## src/pkg/kpi_defines.svh

```systemverilog
// Register offsets, field positions, reset values and sizes of the keypad interrupt unit.
// Assumes inclusion by bare name from files that also see kpi_pkg.
`ifndef KPI_DEFINES_SVH
`define KPI_DEFINES_SVH

// ****************************************************************
// Sizes
// ****************************************************************
`define KPI_NUM_PINS     5
`define KPI_ADDR_W       8
`define KPI_DATA_W       8
`define KPI_NUM_EVENTS   2

// ****************************************************************
// Register offsets
// ****************************************************************
`define KPI_ADDR_SCR     8'h1a
`define KPI_ADDR_PEN     8'h1b
`define KPI_ADDR_EVS     8'h1c
`define KPI_ADDR_EVM     8'h1d

// ****************************************************************
// Status and control fields
// ****************************************************************
`define KPI_SCR_KEYPAD_PENDING_FLAG     3
`define KPI_SCR_ACK      2
`define KPI_SCR_MASK     1
`define KPI_SCR_MODE     0

// ****************************************************************
// Event status fields
// ****************************************************************
`define KPI_EV_LATCH     0
`define KPI_EV_ACK       1

// ****************************************************************
// Reset values
// ****************************************************************
`define KPI_RST_BYTE     8'h00
`define KPI_RST_BIT      1'b0
`define KPI_SYNC_RST     1'b1

`endif

```

## src/pkg/kpi_pkg.sv

```systemverilog
// Types shared by the keypad interrupt unit and its pin synchroniser.
// Assumes nothing of its surroundings.
package kpi_pkg;

  // One register byte on the software port.
  typedef logic [7:0] kpi_byte_t;

  // Request state: idle, latched, acknowledged but pins still low.
  typedef enum logic [2:0] {
    KPI_IDLE = 3'b001,
    KPI_PEND = 3'b010,
    KPI_WAIT = 3'b100
  } kpi_state_t;

endpackage : kpi_pkg

```

## src/pkg/kpi_pin_if.sv

```systemverilog
// Interface that carries keypad pins into the synchroniser and back to the core.
// Assumes the core drives rawPin straight from its pin inputs.
`timescale 1ns/1ps
`default_nettype none

interface kpi_pin_if #(
  parameter int NUM_PINS = 5
);
  logic [NUM_PINS-1:0] rawPin;
  logic [NUM_PINS-1:0] syncPin;

  modport sync (
    input  rawPin,
    output syncPin
  );

  modport core (
    output rawPin,
    input  syncPin
  );
endinterface : kpi_pin_if

`default_nettype wire

```

## src/rtl/kpi_unit.sv

```systemverilog
// Keypad interrupt unit: pin enables, request latch, acknowledge, mask, event interrupt.
// Assumes break state, break-clear enable and vector acknowledge come from logic on clk.
//
// Operation
// - With break-clear enabled, a flag cleared in break stays cleared afterwards.
// - With break-clear disabled, acknowledge writes during break do not clear the request; mask and sensitivity bits still load.
// - Upper four status bits read zero; writes to them are ignored.
// - Pending flag reads one while a request is latched; reset clears it.
// - Writing one to acknowledge clears the request; it stores nothing.
// - Acknowledge bit always reads zero.
// - Mask bit set keeps the request off the CPU line; reset clears.
// - Sensitivity bit one means edge and level, zero edge only.
// - Each pin-enable bit lets its pin latch requests, or blocks it.
// - Reset clears all pin enables, so no pin is a source.
// - Latch when an enabled pin falls after all were high.
// - Edge-and-level request clears after acknowledge and all pins high.
// - Edge-only request clears at acknowledge; a later edge latches anew.
// - Pin enable forces the pin to input and turns its pull-up on.
//
// Strobed register access and the register addresses were chosen for this implementation.
`timescale 1ns/1ps
`default_nettype none
`include "kpi_defines.svh"

module kpi_unit #(
  parameter int NUM_PINS = `KPI_NUM_PINS
) (
  // Clock and reset
  input  wire logic                        clk,
  input  wire logic                        rst,
  // Register port
  input  wire logic [`KPI_ADDR_W-1:0]      regAddr,
  input  wire kpi_pkg::kpi_byte_t          regWrData,
  input  wire logic                        regWr,
  input  wire logic                        regRd,
  output var  kpi_pkg::kpi_byte_t          regRdData,
  // Debug break
  input  wire logic                        breakState,
  input  wire logic                        breakClearEnable,
  // CPU interrupt
  input  wire logic                        vectorAck,
  output var  logic                        keypadIrq,
  // Event interrupt
  output var  logic                        eventIrq,
  // Keypad pins
  input  wire logic [NUM_PINS-1:0]         keyPin,
  output var  logic [NUM_PINS-1:0]         pinForceInput,
  output var  logic [NUM_PINS-1:0]         pullupEn
);
  import kpi_pkg::*;

  // ****************************************************************
  // Pin synchroniser
  // ****************************************************************
  kpi_pin_if #(.NUM_PINS(NUM_PINS)) pinBus ();

  assign pinBus.rawPin = keyPin;

  kpi_sync #(
    .NUM_PINS (NUM_PINS)
  ) u_sync (
    .clk  (clk),
    .rst  (rst),
    .pins (pinBus)
  );

  // ****************************************************************
  // State
  // ****************************************************************
  kpi_state_t                    state;
  logic                          prevAnyLow;
  logic                          modeLevel;
  logic                          irqMask;
  logic [NUM_PINS-1:0]           pinEnable;
  logic [`KPI_NUM_EVENTS-1:0]    evStatus;
  logic [`KPI_NUM_EVENTS-1:0]    evMask;

  kpi_state_t                    next_state;
  logic                          next_prevAnyLow;
  logic                          next_modeLevel;
  logic                          next_irqMask;
  logic [NUM_PINS-1:0]           next_pinEnable;
  logic [`KPI_NUM_EVENTS-1:0]    next_evStatus;
  logic [`KPI_NUM_EVENTS-1:0]    next_evMask;
  kpi_byte_t                     next_regRdData;
  logic                          next_keypadIrq;
  logic                          next_eventIrq;

  // ****************************************************************
  // Decoded strobes and pin conditions
  // ****************************************************************
  logic                          scrWr;
  logic                          penWr;
  logic                          evsWr;
  logic                          evmWr;
  logic                          swAck;
  logic                          ackBlocked;
  logic                          ackNow;
  logic                          anyLow;
  logic                          fallEdge;
  logic                          pending;
  logic                          latchNew;
  logic [`KPI_NUM_EVENTS-1:0]    evSet;
  logic [`KPI_NUM_EVENTS-1:0]    evClr;

  // ****************************************************************
  // Address decode
  // ****************************************************************
  always_comb begin
    scrWr = 1'b0;
    penWr = 1'b0;
    evsWr = 1'b0;
    evmWr = 1'b0;
    if (regWr && regAddr == `KPI_ADDR_SCR) begin
      scrWr = 1'b1;
    end else if (regWr && regAddr == `KPI_ADDR_PEN) begin
      penWr = 1'b1;
    end else if (regWr && regAddr == `KPI_ADDR_EVS) begin
      evsWr = 1'b1;
    end else if (regWr && regAddr == `KPI_ADDR_EVM) begin
      evmWr = 1'b1;
    end
  end

  // ****************************************************************
  // Per-pin qualification
  // ****************************************************************
  // A disabled pin never counts as low, so it can neither latch nor hold a request.
  logic [NUM_PINS-1:0]           pinLow;

  genvar p;
  generate
    for (p = 0; p < NUM_PINS; p++) begin : g_pin
      assign pinLow[p] = pinEnable[p] && !pinBus.syncPin[p];
    end
  endgenerate

  // ****************************************************************
  // Request conditions
  // ****************************************************************
  // Enabling a pin that is already low looks like a fall; software masks first.
  always_comb begin
    anyLow     = |pinLow;
    fallEdge   = anyLow && !prevAnyLow;
    pending    = (state != KPI_IDLE);
    swAck      = scrWr && regWrData[`KPI_SCR_ACK];
    ackBlocked = breakState && !breakClearEnable;
    ackNow     = vectorAck || (swAck && !ackBlocked);
  end

  // ****************************************************************
  // Request state machine
  // ****************************************************************
  // A fall in the same cycle as an acknowledge wins and latches a new request.
  always_comb begin
    next_state = state;
    case (state)
      KPI_IDLE: begin
        if (fallEdge) begin
          next_state = KPI_PEND;
        end
      end
      KPI_PEND: begin
        if (ackNow) begin
          if (fallEdge) begin
            next_state = KPI_PEND;
          end else if (modeLevel && anyLow) begin
            next_state = KPI_WAIT;
          end else begin
            next_state = KPI_IDLE;
          end
        end
      end
      KPI_WAIT: begin
        if (!modeLevel || !anyLow) begin
          next_state = KPI_IDLE;
        end
      end
      default: begin
        next_state = KPI_IDLE;
      end
    endcase
  end

  // ****************************************************************
  // Registers and events
  // ****************************************************************
  always_comb begin
    next_prevAnyLow = anyLow;
    next_modeLevel  = modeLevel;
    next_irqMask    = irqMask;
    next_pinEnable  = pinEnable;
    next_evMask     = evMask;

    if (scrWr) begin
      next_modeLevel = regWrData[`KPI_SCR_MODE];
      next_irqMask   = regWrData[`KPI_SCR_MASK];
    end
    if (penWr) begin
      next_pinEnable = regWrData[NUM_PINS-1:0];
    end
    if (evmWr) begin
      next_evMask = regWrData[`KPI_NUM_EVENTS-1:0];
    end

    // Event sources: a fresh latch, and an acknowledge that hit a pending request.
    latchNew = fallEdge && (state != KPI_PEND || ackNow);
    evSet    = '0;
    evSet[`KPI_EV_LATCH] = latchNew;
    evSet[`KPI_EV_ACK]   = ackNow && pending;

    // Write one to clear; a set in the same cycle wins over the clear.
    evClr = evsWr ? regWrData[`KPI_NUM_EVENTS-1:0] : '0;
    next_evStatus = (evStatus & ~evClr) | evSet;

    // Outputs are registered copies of the next state so they line up with it.
    next_keypadIrq = (next_state != KPI_IDLE) && !next_irqMask;
    next_eventIrq  = |(next_evStatus & next_evMask);
  end

  // ****************************************************************
  // Read data
  // ****************************************************************
  // Read data stand for exactly one cycle; unmapped addresses read zero.
  always_comb begin
    next_regRdData = `KPI_RST_BYTE;
    if (regRd && regAddr == `KPI_ADDR_SCR) begin
      next_regRdData[`KPI_SCR_KEYPAD_PENDING_FLAG] = pending;
      next_regRdData[`KPI_SCR_ACK]  = 1'b0;
      next_regRdData[`KPI_SCR_MASK] = irqMask;
      next_regRdData[`KPI_SCR_MODE] = modeLevel;
    end else if (regRd && regAddr == `KPI_ADDR_PEN) begin
      next_regRdData[NUM_PINS-1:0] = pinEnable;
    end else if (regRd && regAddr == `KPI_ADDR_EVS) begin
      next_regRdData[`KPI_NUM_EVENTS-1:0] = evStatus;
    end else if (regRd && regAddr == `KPI_ADDR_EVM) begin
      next_regRdData[`KPI_NUM_EVENTS-1:0] = evMask;
    end
  end

  // ****************************************************************
  // Flip-flops
  // ****************************************************************
  // Reset drops any request even with a pin held low; prevAnyLow resets low, so
  // a pin still low when enabled later is seen as a fresh fall.
  always_ff @(posedge clk or posedge rst) begin
    if (rst) begin
      state      <= KPI_IDLE;
      prevAnyLow <= `KPI_RST_BIT;
    end else begin
      state      <= next_state;
      prevAnyLow <= next_prevAnyLow;
    end
  end

  // Software-visible control bits.
  always_ff @(posedge clk or posedge rst) begin
    if (rst) begin
      modeLevel <= `KPI_RST_BIT;
      irqMask   <= `KPI_RST_BIT;
      pinEnable <= '0;
    end else begin
      modeLevel <= next_modeLevel;
      irqMask   <= next_irqMask;
      pinEnable <= next_pinEnable;
    end
  end

  // Event status and mask.
  always_ff @(posedge clk or posedge rst) begin
    if (rst) begin
      evStatus <= '0;
      evMask   <= '0;
    end else begin
      evStatus <= next_evStatus;
      evMask   <= next_evMask;
    end
  end

  // Read data.
  always_ff @(posedge clk or posedge rst) begin
    if (rst) begin
      regRdData <= `KPI_RST_BYTE;
    end else begin
      regRdData <= next_regRdData;
    end
  end

  // Outputs copy next values, so each comes straight from a flip-flop
  // and changes in the same cycle as the state it reports.
  always_ff @(posedge clk or posedge rst) begin
    if (rst) begin
      keypadIrq     <= `KPI_RST_BIT;
      eventIrq      <= `KPI_RST_BIT;
      pinForceInput <= '0;
      pullupEn      <= '0;
    end else begin
      keypadIrq     <= next_keypadIrq;
      eventIrq      <= next_eventIrq;
      pinForceInput <= next_pinEnable;
      pullupEn      <= next_pinEnable;
    end
  end

endmodule : kpi_unit

`default_nettype wire

```

## src/rtl/kpi_sync.sv

```systemverilog
// Two-flop synchroniser for the asynchronous keypad pins.
// Assumes pins idle high through their pull-ups, so both stages reset high.
`timescale 1ns/1ps
`default_nettype none
`include "kpi_defines.svh"

module kpi_sync #(
  parameter int NUM_PINS = `KPI_NUM_PINS
) (
  // Clock and reset
  input wire logic  clk,
  input wire logic  rst,
  // Pins in, synchronised pins out
  kpi_pin_if.sync   pins
);
  import kpi_pkg::*;

  logic [NUM_PINS-1:0] stageA;
  logic [NUM_PINS-1:0] stageB;
  logic [NUM_PINS-1:0] next_stageA;
  logic [NUM_PINS-1:0] next_stageB;

  // Only stageB looks at stageA, so a metastable first stage never reaches logic.
  genvar i;
  generate
    for (i = 0; i < NUM_PINS; i++) begin : g_pin
      always_comb begin
        next_stageA[i] = pins.rawPin[i];
        next_stageB[i] = stageA[i];
      end

      always_ff @(posedge clk or posedge rst) begin
        if (rst) begin
          stageA[i] <= `KPI_SYNC_RST;
          stageB[i] <= `KPI_SYNC_RST;
        end else begin
          stageA[i] <= next_stageA[i];
          stageB[i] <= next_stageB[i];
        end
      end
    end
  endgenerate

  assign pins.syncPin = stageB;

endmodule : kpi_sync

`default_nettype wire

```

## config.mk

```make
export PLATFORM = sky130hd
export DESIGN_NAME = kpi_unit
export DESIGN_NICKNAME = d
export VERILOG_FILES = /design/src/pkg/kpi_pkg.sv /design/src/pkg/kpi_pin_if.sv /design/src/rtl/kpi_unit.sv /design/src/rtl/kpi_sync.sv
export VERILOG_INCLUDE_DIRS = /design/src /design/src/pkg
export SDC_FILE = /design/constraint.sdc
export NUM_CORES = 1
export LEC_CHECK = 0
export ABC_AREA = 0
export BUFFER_PORTS_ARGS = -buffer_cell sky130_fd_sc_hd__buf_2
export CORE_ASPECT_RATIO = 0.7
export CORE_MARGIN = 3
export CORE_UTILIZATION = 44
export DETAILED_ROUTE_END_ITERATION = 12
export PLACE_DENSITY_LB_ADDON = 0.08
export SLEW_MARGIN = 20
export SYNTH_ARGS = -nofsm -noshare
export SYNTH_HDL_FRONTEND = slang
export SYNTH_SLANG_ARGS = --single-unit
```

## constraint.sdc

```tcl
create_clock -name clk -period 1.5 [get_ports clk]
set_input_delay 0.3 -clock clk [delete_from_list [all_inputs] [get_ports clk]]
set_output_delay 0.3 -clock clk [all_outputs]
set_load 0.03 [all_outputs]
```

==> results.txt, run 1 <==
First-pass GRT wire length = 5181 um
Syn Area/Cell = 12.20 um^2
Final hold violations = 0
Synth warnings = 0
DRT iter0 DRCs = 52
Via Count = 1,106
Clock tree buffer depth = 2
Initial antenna violation count = 0
Hold buffer count at CTS = 0
Wire per inst = 14.49 um
CTS root buffer = clkbuf_8
Avg Vias per Cell = 5.097
Worst setup SP type = flip-flop
Post-synth EDFFs = 0
Tot Pwr = 0.002070 W
Row cnt = 16
Power per cell area = 1065 mW/mm^2
Vias in the first global route = 1,058
Max-slew violations = 0
Final setup margin = -0.2187 ns
Unrepaired setup endpoints after global routing = true
DRC Markers = 0
Post-DRT Antenna Nets = 0
Setup Crit Path Kind = flip-flop to flip-flop
Worst R2R Setup Slack = -0.22 ns
P_int = 0.001568 W
Clock Sinks = 32
Multiplexer share of the synthesized area = 0.07404
Sw Pwr = 0.0005017 W
Placed cell count = 209
Core area = 0.002923 mm^2
Largest net degree at the start of global routing = 33
Status = finished, violations left
Gate power share = 0.156
Post-synthesis sequential area ratio = 0.5807
Fin crit period = 1.719 ns
Post-synthesis compound-gate area fraction = 0.1044
Tcrit/Tclk final = 1.146
Reg2Reg Launch Point = u_sync.pins.syncPin[2]$_DFF_PP1_
Setup violators final = 8
FF-to-FF path depth = 5
Fmax = 581.8 MHz
Worst r2r dst = eventIrq$_DFF_PP0_
Number of max-cap violations = 0
Most frequent cells in the layout = buf_2, buf_4, dfrtp_1
Largest fanout on the critical path = 2
Yosys reg bits = 32
Remaining global-route overflow = 0
Starting density of the core = 0.4799
Post-Synth XOR/XNOR Area = 0.006244
Setup crit start = u_sync.pins.syncPin[2]$_DFF_PP1_
Clock transition at path regs = 0.06 ns
Fraction of registers with async set or reset after synthesis = 1.000
Switch share = 0.2424
Setup crit end = eventIrq$_DFF_PP0_
Setup TNS = -0.7734 ns
Skew final = 0.002473 ns
GRT Total Usage = 0.1851
Largest family of logic cells by synthesized area = simple AND/OR/NAND/NOR gates
Worst Hold Class = primary input to async pin
CTS Buf Count = 5
CTS tree = done
Area grow syn2layout = 38.54%
I/O Buffers = 41
CP endpoint kind = flip-flop
Die width = 73.48 um
GPL Wtd Cong = 0.8627
Die height = 53.24 um
Sequential Power Share = 0.464
Cell count after synthesis = 115
Top_reg_cell synth = dfrtp_1
H-tree lvl count = 2
Initial DRT Pass Iterations = 4
Drt total wl = 3144 um
I/O pins = 48
Synth unique cells = 41
Post-Syn Area = 0.001403 mm^2
Clock Latency Late Sink = 0.27 ns
Pleak = 1.002 nW
Simple-gate share of the synthesized area = 0.1624
Final Instance Count excl. Fillers = 217
Synth Area in Adders = 0
Critical Path RT = 1.66 ns
Clock share of power = 0.380
Detailed Place HPWL = 2462 um
DP Worst Slack = -0.4261 ns
Total Nets Final = 208
Leading cell type in the layout, fill and taps excluded = buf_2
Arrival @ worst endpoint = 1.88 ns
DIE AREA = 0.003912 mm^2
Failing checks = setup timing
Share of cells above drive strength 1 = 0.5801
Worst vdd ir = 0.8178 mV
N_diodes = 0
Fin Hold WS = 0.09250 ns
[power groups by stage]
stage	sequential [W]	combinational [W]	clock [W]
final	0.000961	0.000322	0.000787
after global routing	0.000968	0.000349	0.000850
after CTS	0.000961	0.000318	0.000802
after detailed placement	0.000974	0.000305	0
after global placement	0.000973	0.000297	0
after floorplan	0.000997	0.000143	0
[layer usage]
layer  GRT usage  part of all wire
met4     0.06627            0.0025
met5           0                 0
met3     0.06262             0.076
met1      0.2530              0.46
met2      0.2721              0.47
[critical path: stages, from the launching register on]
cell and delay (ns):
dfstp_2 0.53, inv_2 0.04, a222oi_1 0.41, a31oi_1 0.21
a22o_1 0.30, o2bb2ai_2 0.13
[sequential cells by signal, summed over array words and instances, names as in the netlist]
name                 cells
evMask                   2
state                    3
u_sync.pins.syncPin      5
evStatus                 2
modeLevel                1
eventIrq                 1
regRdData                5
prevAnyLow               1
u_sync.next_stageB       5
irqMask                  1
pullupEn                 5
keypadIrq                1
[final cells by class]
| cell class | instances | area [um^2] |
|---|---|---|
| multi-input combinational | 67 | 540.5 |
| clock buffer | 6 | 72.57 |
| fill | 227 | 979.7 |
| timing repair buffer | 65 | 401.6 |
| inverter | 9 | 33.78 |
| tap | 36 | 45.04 |
| clock inverter | 2 | 35.03 |
| sequential | 32 | 814.5 |
[timing repair]
action | 4_1_cts | 5_1_grt
resized for setup | 10 | 5
endpoints found under the setup margin | 10 | 11
setup buffers | 0 | 0
pin swaps | 8 | 7
[stage by stage]
step                area [um^2]  utilization
global placement           1777       0.6079
floorplan                  1410            -
global route               1943       0.6648
CTS                        1921       0.6571
detailed placement         1777       0.6079
finish                     1943       0.6648
[Yosys cell counts (2+ instances only)]
master,n,area [um^2]
mux2_2,7,78.83
and2_2,2,15.01
nand3_1,4,20.02
a2bb2oi_1,2,17.52
nand2_1,6,22.52
a31oi_1,3,18.77
nand2b_1,4,25.02
o21ai_0,3,15.01
inv_1,9,33.78
and2_1,2,12.51
nor2_1,5,18.77
dfrtp_1,21,525.5
buf_4,8,60.06
dfstp_2,11,289.0
a32oi_1,2,17.52
[worst min-delay path by stage]
stage	end	start	slack [ns]
after floorplan	u_sync.next_stageB[0]$_DFF_PP1_	keyPin[0]	0.30
after global placement	u_sync.pins.syncPin[0]$_DFF_PP1_	u_sync.next_stageB[0]$_DFF_PP1_	0.35
after detailed placement	u_sync.pins.syncPin[1]$_DFF_PP1_	u_sync.next_stageB[1]$_DFF_PP1_	0.35
after CTS	regRdData[2]$_DFF_PP0_	rst	0.10
after global routing	u_sync.next_stageB[4]$_DFF_PP1_	keyPin[4]	0.10
final	regRdData[2]$_DFF_PP0_	rst	0.09
[cells by family after synthesis]
group	count (synthesis)
xor+xnor	1
compound gates	19
simple gates	35
other cells	1
buf+inv	18
flops	32
mux	9
No activity file was read; power rests on OpenSTA's default activity.
==> run 2, diff against run 1 <==
--- a/config.mk
+++ b/config.mk
@@ -12,7 +12,8 @@
 export CORE_MARGIN = 3
 export CORE_UTILIZATION = 44
 export DETAILED_ROUTE_END_ITERATION = 12
-export PLACE_DENSITY_LB_ADDON = 0.08
+export PLACE_DENSITY = 0.77
+export SKIP_LAST_GASP = 1
 export SLEW_MARGIN = 20
 export SYNTH_ARGS = -nofsm -noshare
 export SYNTH_HDL_FRONTEND = slang
==> run 2 against run 1 <==
Final area is 1.7% lower. Combinational power fell by 9.3%. Routed wire length decreased by 0.83%. Critical endpoint unchanged. Highest routed layer unchanged. The flow still finishes with violations (setup timing).
==> results.txt, run 2 (synthesized netlist as in run 1, its figures left out) <==
Via Count = 1,063
FILL cells = 213
Arrival @ worst endpoint = 1.82 ns
Clock transition at path regs = 0.07 ns
Total Nets Final = 203
Unrepaired setup endpoints after global routing = true
Leading cell type in the layout, fill and taps excluded = buf_2
CTS tree = done
Met3 routed WL = 212 um
Sw Pwr = 0.0005038 W
Setup violators final = 5
Reg2Reg Launch Point = u_sync.pins.syncPin[2]$_DFF_PP1_
CP endpoint kind = flip-flop
Initial antenna violation count = 0
Worst Hold Class = primary input to async pin
Sequential Power Share = 0.471
Largest net degree at the start of global routing = 33
Worst setup SP type = flip-flop
P_int = 0.001552 W
Placement-stage cell area = 0.001732 mm^2
DRT iter0 DRCs = 114
I/O Buffers = 41
Met2 Routed Length = 1553 um
Row cnt = 16
Number of max-cap violations = 0
N_diodes = 0
Tcrit/Tclk final = 1.106
Worst R2R Setup Slack = -0.16 ns
Fin Hold WS = 0.08601 ns
Final setup margin = -0.1584 ns
Worst path slowest cell = dfstp_2
Critical Path RT = 1.67 ns
Starting density of the core = 0.4799
Fin util = 0.6533
Switch share = 0.2451
Clock Latency Late Sink = 0.28 ns
Fmax = 603.0 MHz
Most frequent cells in the layout = buf_2, dfrtp_1, buf_4
Final hold violations = 0
Clock share of power = 0.387
Status = finished, violations left
I/O pins = 48
CP Cell Sequence = inv_2 > a222oi_1 > buf_4 > a31oi_4 > a22o_1 > o2bb2ai_2
Die width = 73.48 um
DRC Markers = 0
GPL Wtd Cong = 0.8616
Register area = 814.5 um^2
DIE AREA = 0.003912 mm^2
Worst vdd ir = 0.7796 mV
Power per cell area = 1077 mW/mm^2
Pleak = 0.9749 nW
Critical Path Max Stage Delay = 0.53 ns
GRT Total Usage = 0.1836
Die height = 53.24 um
Initial DRT Pass Iterations = 4
CTS root buffer = clkbuf_8
First-pass GRT wire length = 5237 um
Tot Pwr = 0.002056 W
CTS Buf Count = 5
Detailed Place HPWL = 2327 um
Clock Sinks = 32
H-tree lvl count = 2
WL met1 = 1268 um
Share of cells above drive strength 1 = 0.5625
Avg Vias per Cell = 5.014
Setup Crit Path Kind = flip-flop to flip-flop
Fin crit period = 1.658 ns
Skew final = 0.003554 ns
Max-slew violations = 0
Setup TNS = -0.3871 ns
Core area = 0.002923 mm^2
Wire per inst = 14.71 um
Setup crit start = u_sync.pins.syncPin[2]$_DFF_PP1_
Largest fanout on the critical path = 2
Area grow syn2layout = 36.13%
Post-DRT Antenna Nets = 0
Area of the multi-input gates = 544.3 um^2
Max Used Layer = met4
Drt total wl = 3118 um
Failing checks = setup timing
Vias in the first global route = 1,133
Remaining global-route overflow = 0
Gate power share = 0.142
Clock tree buffer depth = 2
Final instance area = 0.001909 mm^2
## run 2: final timing paths
kind / endpoint / cells past startpoint
max in group asynchronous: u_sync.next_stageB[4]$_DFF_PP1_ / 3
worst min-delay path: state[2]$_DFF_PP0_ / 3
min in group clk: u_sync.next_stageB[0]$_DFF_PP1_ / 1
worst max register to register: eventIrq$_DFF_PP0_ / 6
worst min register to register: u_sync.pins.syncPin[4]$_DFF_PP1_ / 0
worst max-delay path: eventIrq$_DFF_PP0_ / 6
## run 2: power groups by stage
| stage | Combinational [W] | Sequential [W] | Clock (W) |
|---|---|---|---|
| 6_report | 0.000292 | 0.000967 | 0.000796 |
| 5_1_grt | 0.000318 | 0.000974 | 0.000857 |
| 4_1_cts | 0.000288 | 0.000965 | 0.000816 |
| 3_5_place_dp | 0.000269 | 0.000978 | 0 |
| 3_3_place_gp | 0.000260 | 0.000975 | 0 |
| 2_1_floorplan | 0.000143 | 0.000997 | 0 |
## run 2: cell type report
cell class | instances | share of cell area
timing repair buffer | 60 | 0.1907
tap | 36 | 0.02359
inverter | 9 | 0.01769
multi-input combinational | 67 | 0.2851
sequential | 32 | 0.4266
clock inverter | 2 | 0.01835
clock buffer | 6 | 0.03801
## run 2: repair_timing
action | in CTS | in global routing
endpoints found under the setup margin | 7 | 11
hold buffers | 0 | 0
buffers inserted | 1 | 0
gates resized for setup | 10 | 4
pin swaps | 6 | 0
## run 2: critical path: cells and delay by family, from the launching register on
family / cells / cell delay, ns
AOI/OAI and AO/OA: 4 / 0.79
buffers and inverters: 2 / 0.23
DFF: 1 / 0.53
## run 2: metrics by stage
step | cells | worst slack (ns)
6_report | 212 | -0.1584
3_3_place_gp | 203 | -0.3799
4_1_cts | 212 | -0.1000
5_1_grt | 212 | -0.2533
3_5_place_dp | 203 | -0.4313
2_1_floorplan | 117 | -0.2839
## run 2: layer usage
layer	track usage	vias to the layer above
met2	0.2897	44
li1	-	513
met3	0.06452	11
met1	0.2245	495
met4	0.08735	0
met5	0	-
==> run 3, diff against run 2 <==
--- a/config.mk
+++ b/config.mk
@@ -8,13 +8,13 @@
 export LEC_CHECK = 0
 export ABC_AREA = 0
 export BUFFER_PORTS_ARGS = -buffer_cell sky130_fd_sc_hd__buf_2
-export CORE_ASPECT_RATIO = 0.7
 export CORE_MARGIN = 3
 export CORE_UTILIZATION = 44
 export DETAILED_ROUTE_END_ITERATION = 12
-export PLACE_DENSITY = 0.77
+export PLACE_DENSITY = 0.74
 export SKIP_LAST_GASP = 1
 export SLEW_MARGIN = 20
 export SYNTH_ARGS = -nofsm -noshare
 export SYNTH_HDL_FRONTEND = slang
+export SYNTH_HIERARCHICAL = 1
 export SYNTH_SLANG_ARGS = --single-unit
==> run 3 against run 2 <==
The flow still finishes with violations (setup timing). Critical path type unchanged. Final area fell by 6.5%. Count of clock-buffer cells in the layout up 2. Clock skew rose by 0.0058 ns. Sequential cell count did not move. Largest power group unchanged. Highest routed layer unchanged. Clock power shrank 31%. Sequential power decreased by 0.8%.
==> results.txt, run 3 <==
Post-Syn Area = 0.001395 mm^2
Status = finished, violations left
Starting density of the core = 0.4850
Worst setup SP type = flip-flop
Hold buffer count at CTS = 0
CTS Buf Count = 5
Placed cell count = 204
N_diodes = 0
Syn Area/Cell = 12.24 um^2
Top_reg_cell synth = dfrtp_1
Clock Sinks = 32
GPL Wtd Cong = 0.8860
Die width = 62.31 um
Drt total wl = 2823 um
Final instance area = 0.001785 mm^2
Post-synth EDFFs = 0
Worst R2R Setup Slack = -0.15 ns
Initial DRT Pass Iterations = 4
Critical Path Max Stage Delay = 0.53 ns
FF-to-FF path depth = 5
Yosys reg bits = 32
Clock tree buffer depth = 2
Final Instance Count excl. Fillers = 213
Worst r2r dst = eventIrq$_DFF_PP0_
Arrival @ worst endpoint = 1.86 ns
Final hold violations = 0
Area grow syn2layout = 27.98%
Most frequent cells in the layout = buf_2, dfrtp_1, buf_4
H-tree lvl count = 2
Sw Pwr = 0.0004627 W
WL met1 = 1129 um
Share of cells above drive strength 1 = 0.5205
DIE AREA = 0.003883 mm^2
P_int = 0.001319 W
Reg2Reg Launch Point = u_sync/pins.syncPin[2]$_DFF_PP1_
Critical Path RT = 1.71 ns
Setup crit end = eventIrq$_DFF_PP0_
Max Used Layer = met4
Met2 Routed Length = 1497 um
Setup crit start = u_sync/pins.syncPin[2]$_DFF_PP1_
I/O Buffers = 41
CP endpoint kind = flip-flop
Wire per inst = 13.25 um
CTS root buffer = clkbuf_4
Sequential Power Share = 0.538
Tcrit/Tclk final = 1.103
Core area = 0.002877 mm^2
Gate power share = 0.155
Synth unique cells = 38
Number of max-cap violations = 0
CP Cell Sequence = inv_2 > a222oi_1 > a31oi_1 > a22o_1 > o2bb2ai_2
Unrepaired setup endpoints after global routing = true
Setup violators final = 5
Synth top area cells = dfrtp_1, dfstp_2, mux2_2
Detailed Place HPWL = 2175 um
Fmax = 604.5 MHz
Fraction of registers with async set or reset after synthesis = 1.000
Avg Vias per Cell = 4.826
Max-slew violations = 0
Largest net degree at the start of global routing = 23
Final setup margin = -0.1543 ns
Worst Hold Class = primary input to async pin
I/O pins = 48
Fin crit period = 1.654 ns
Clock share of power = 0.307
DRC Markers = 0
Top-area cell type share of the netlist area = 0.3767
GRT Total Usage = 0.1545
Clock Latency Late Sink = 0.32 ns
First-pass GRT wire length = 4678 um
Failing checks = setup timing
Fin Hold WS = 0.004409 ns
Remaining global-route overflow = 0
Setup Crit Path Kind = flip-flop to flip-flop
Skew final = 0.009380 ns
Post-DRT Antenna Nets = 0
Post-synthesis sequential area ratio = 0.5839
Worst vdd ir = 0.7744 mV
FILL cells = 232
Post-synth top cells = dfrtp_1, dfstp_2, inv_1, buf_4, mux2_2
Power per cell area = 997.9 mW/mm^2
Synth warnings = 6
Met3 routed WL = 150 um
Most common cell in the netlist = dfrtp_1
Switch share = 0.2597
Pleak = 0.9483 nW
CTS tree = done
Worst path slowest cell = dfstp_2
Leading area contributor after synthesis = dfrtp_1
Cell count after synthesis = 114
Placement-stage cell area = 0.001699 mm^2
Vias in the first global route = 1,054
Via Count = 1,028
DRT iter0 DRCs = 28
Initial antenna violation count = 0
Die height = 62.31 um
Row cnt = 19
Largest fanout on the critical path = 2
Total Nets Final = 198
Clock transition at path regs = 0.10 ns
Leading cell type in the layout, fill and taps excluded = buf_2
[run 3: how the worst min path moves through the flow]
stage                                    startpoint                               end  slack [ns]  cells past startpoint
global placement                                rst                eventIrq$_DFF_PP0_        0.35                      3
finish                                          rst           pullupEn[3]$_DFFE_PP0P_       0.004                      3
global route                                    rst           pullupEn[4]$_DFFE_PP0P_      0.0008                      3
floorplan                                       rst               evMask[0]$_DFF_PP0_        0.29                      1
detailed placement  u_sync/next_stageB[2]$_DFF_PP1_  u_sync/pins.syncPin[2]$_DFF_PP1_        0.35                      0
CTS                                             rst           pullupEn[3]$_DFFE_PP0P_       0.003                      3
[run 3: cells by family after synthesis]
family,Yosys count,share of synthesized area
AND/OR/NAND/NOR,34,0.1650
flip-flops,32,0.5839
AO/OA/AOI/OAI,19,0.1005
buffers and inverters,18,0.06996
multiplexers,9,0.07175
XOR/XNOR,1,0.006279
other,1,0.002688
[run 3: power groups by stage]
stage | Combinational (W) | Sequential (W) | Clock [W]
floorplan | 0.000140 | 0.000997 | 0
global placement | 0.000254 | 0.000971 | 0
detailed placement | 0.000263 | 0.000974 | 0
CTS | 0.000264 | 0.000959 | 0.000566
global route | 0.000298 | 0.000967 | 0.000614
finish | 0.000276 | 0.000959 | 0.000547
[run 3: per-stage QoR]
stage,power (W),TNS [ns],setup slack (ns),utilization
5_1_grt,0.001879,-1.304,-0.2929,0.6207
3_3_place_gp,0.001225,-0.9825,-0.1357,0.5907
2_1_floorplan,0.001137,0,0.005841,-
3_5_place_dp,0.001238,-1.421,-0.1655,0.5907
6_report,0.001782,-0.3490,-0.1543,0.6207
4_1_cts,0.001789,-0.3070,-0.1264,0.6146
[run 3: per-layer routing]
layer	global-route usage	vias to the layer above
li1	-	496
met1	0.1743	497
met2	0.2567	31
met3	0.05766	4
met4	0.07713	0
met5	0	-
[run 3: cell type report]
class / count / area, um^2 / area share
clock buffers: 8 / 68.82 / 0.03854
inverters: 10 / 37.54 / 0.02102
multi-input cells: 66 / 500.5 / 0.2803
flip-flops and latches: 32 / 815.8 / 0.4569
well taps: 42 / 52.55 / 0.02943
repair buffers: 55 / 310.3 / 0.1738
[run 3: worst max-delay path, delay by kind of cell (launching register included)]
family / cells / cell delay (ns)
buffers and inverters: 1 / 0.03
AOI/OAI and AO/OA: 4 / 0.98
DFF: 1 / 0.53
[run 3: timing repair]
action / CTS / global route
buffers inserted: 0 / 1
endpoints found under the setup margin: 3 / 6
pin swaps: 0 / 3
resized for setup: 0 / 4
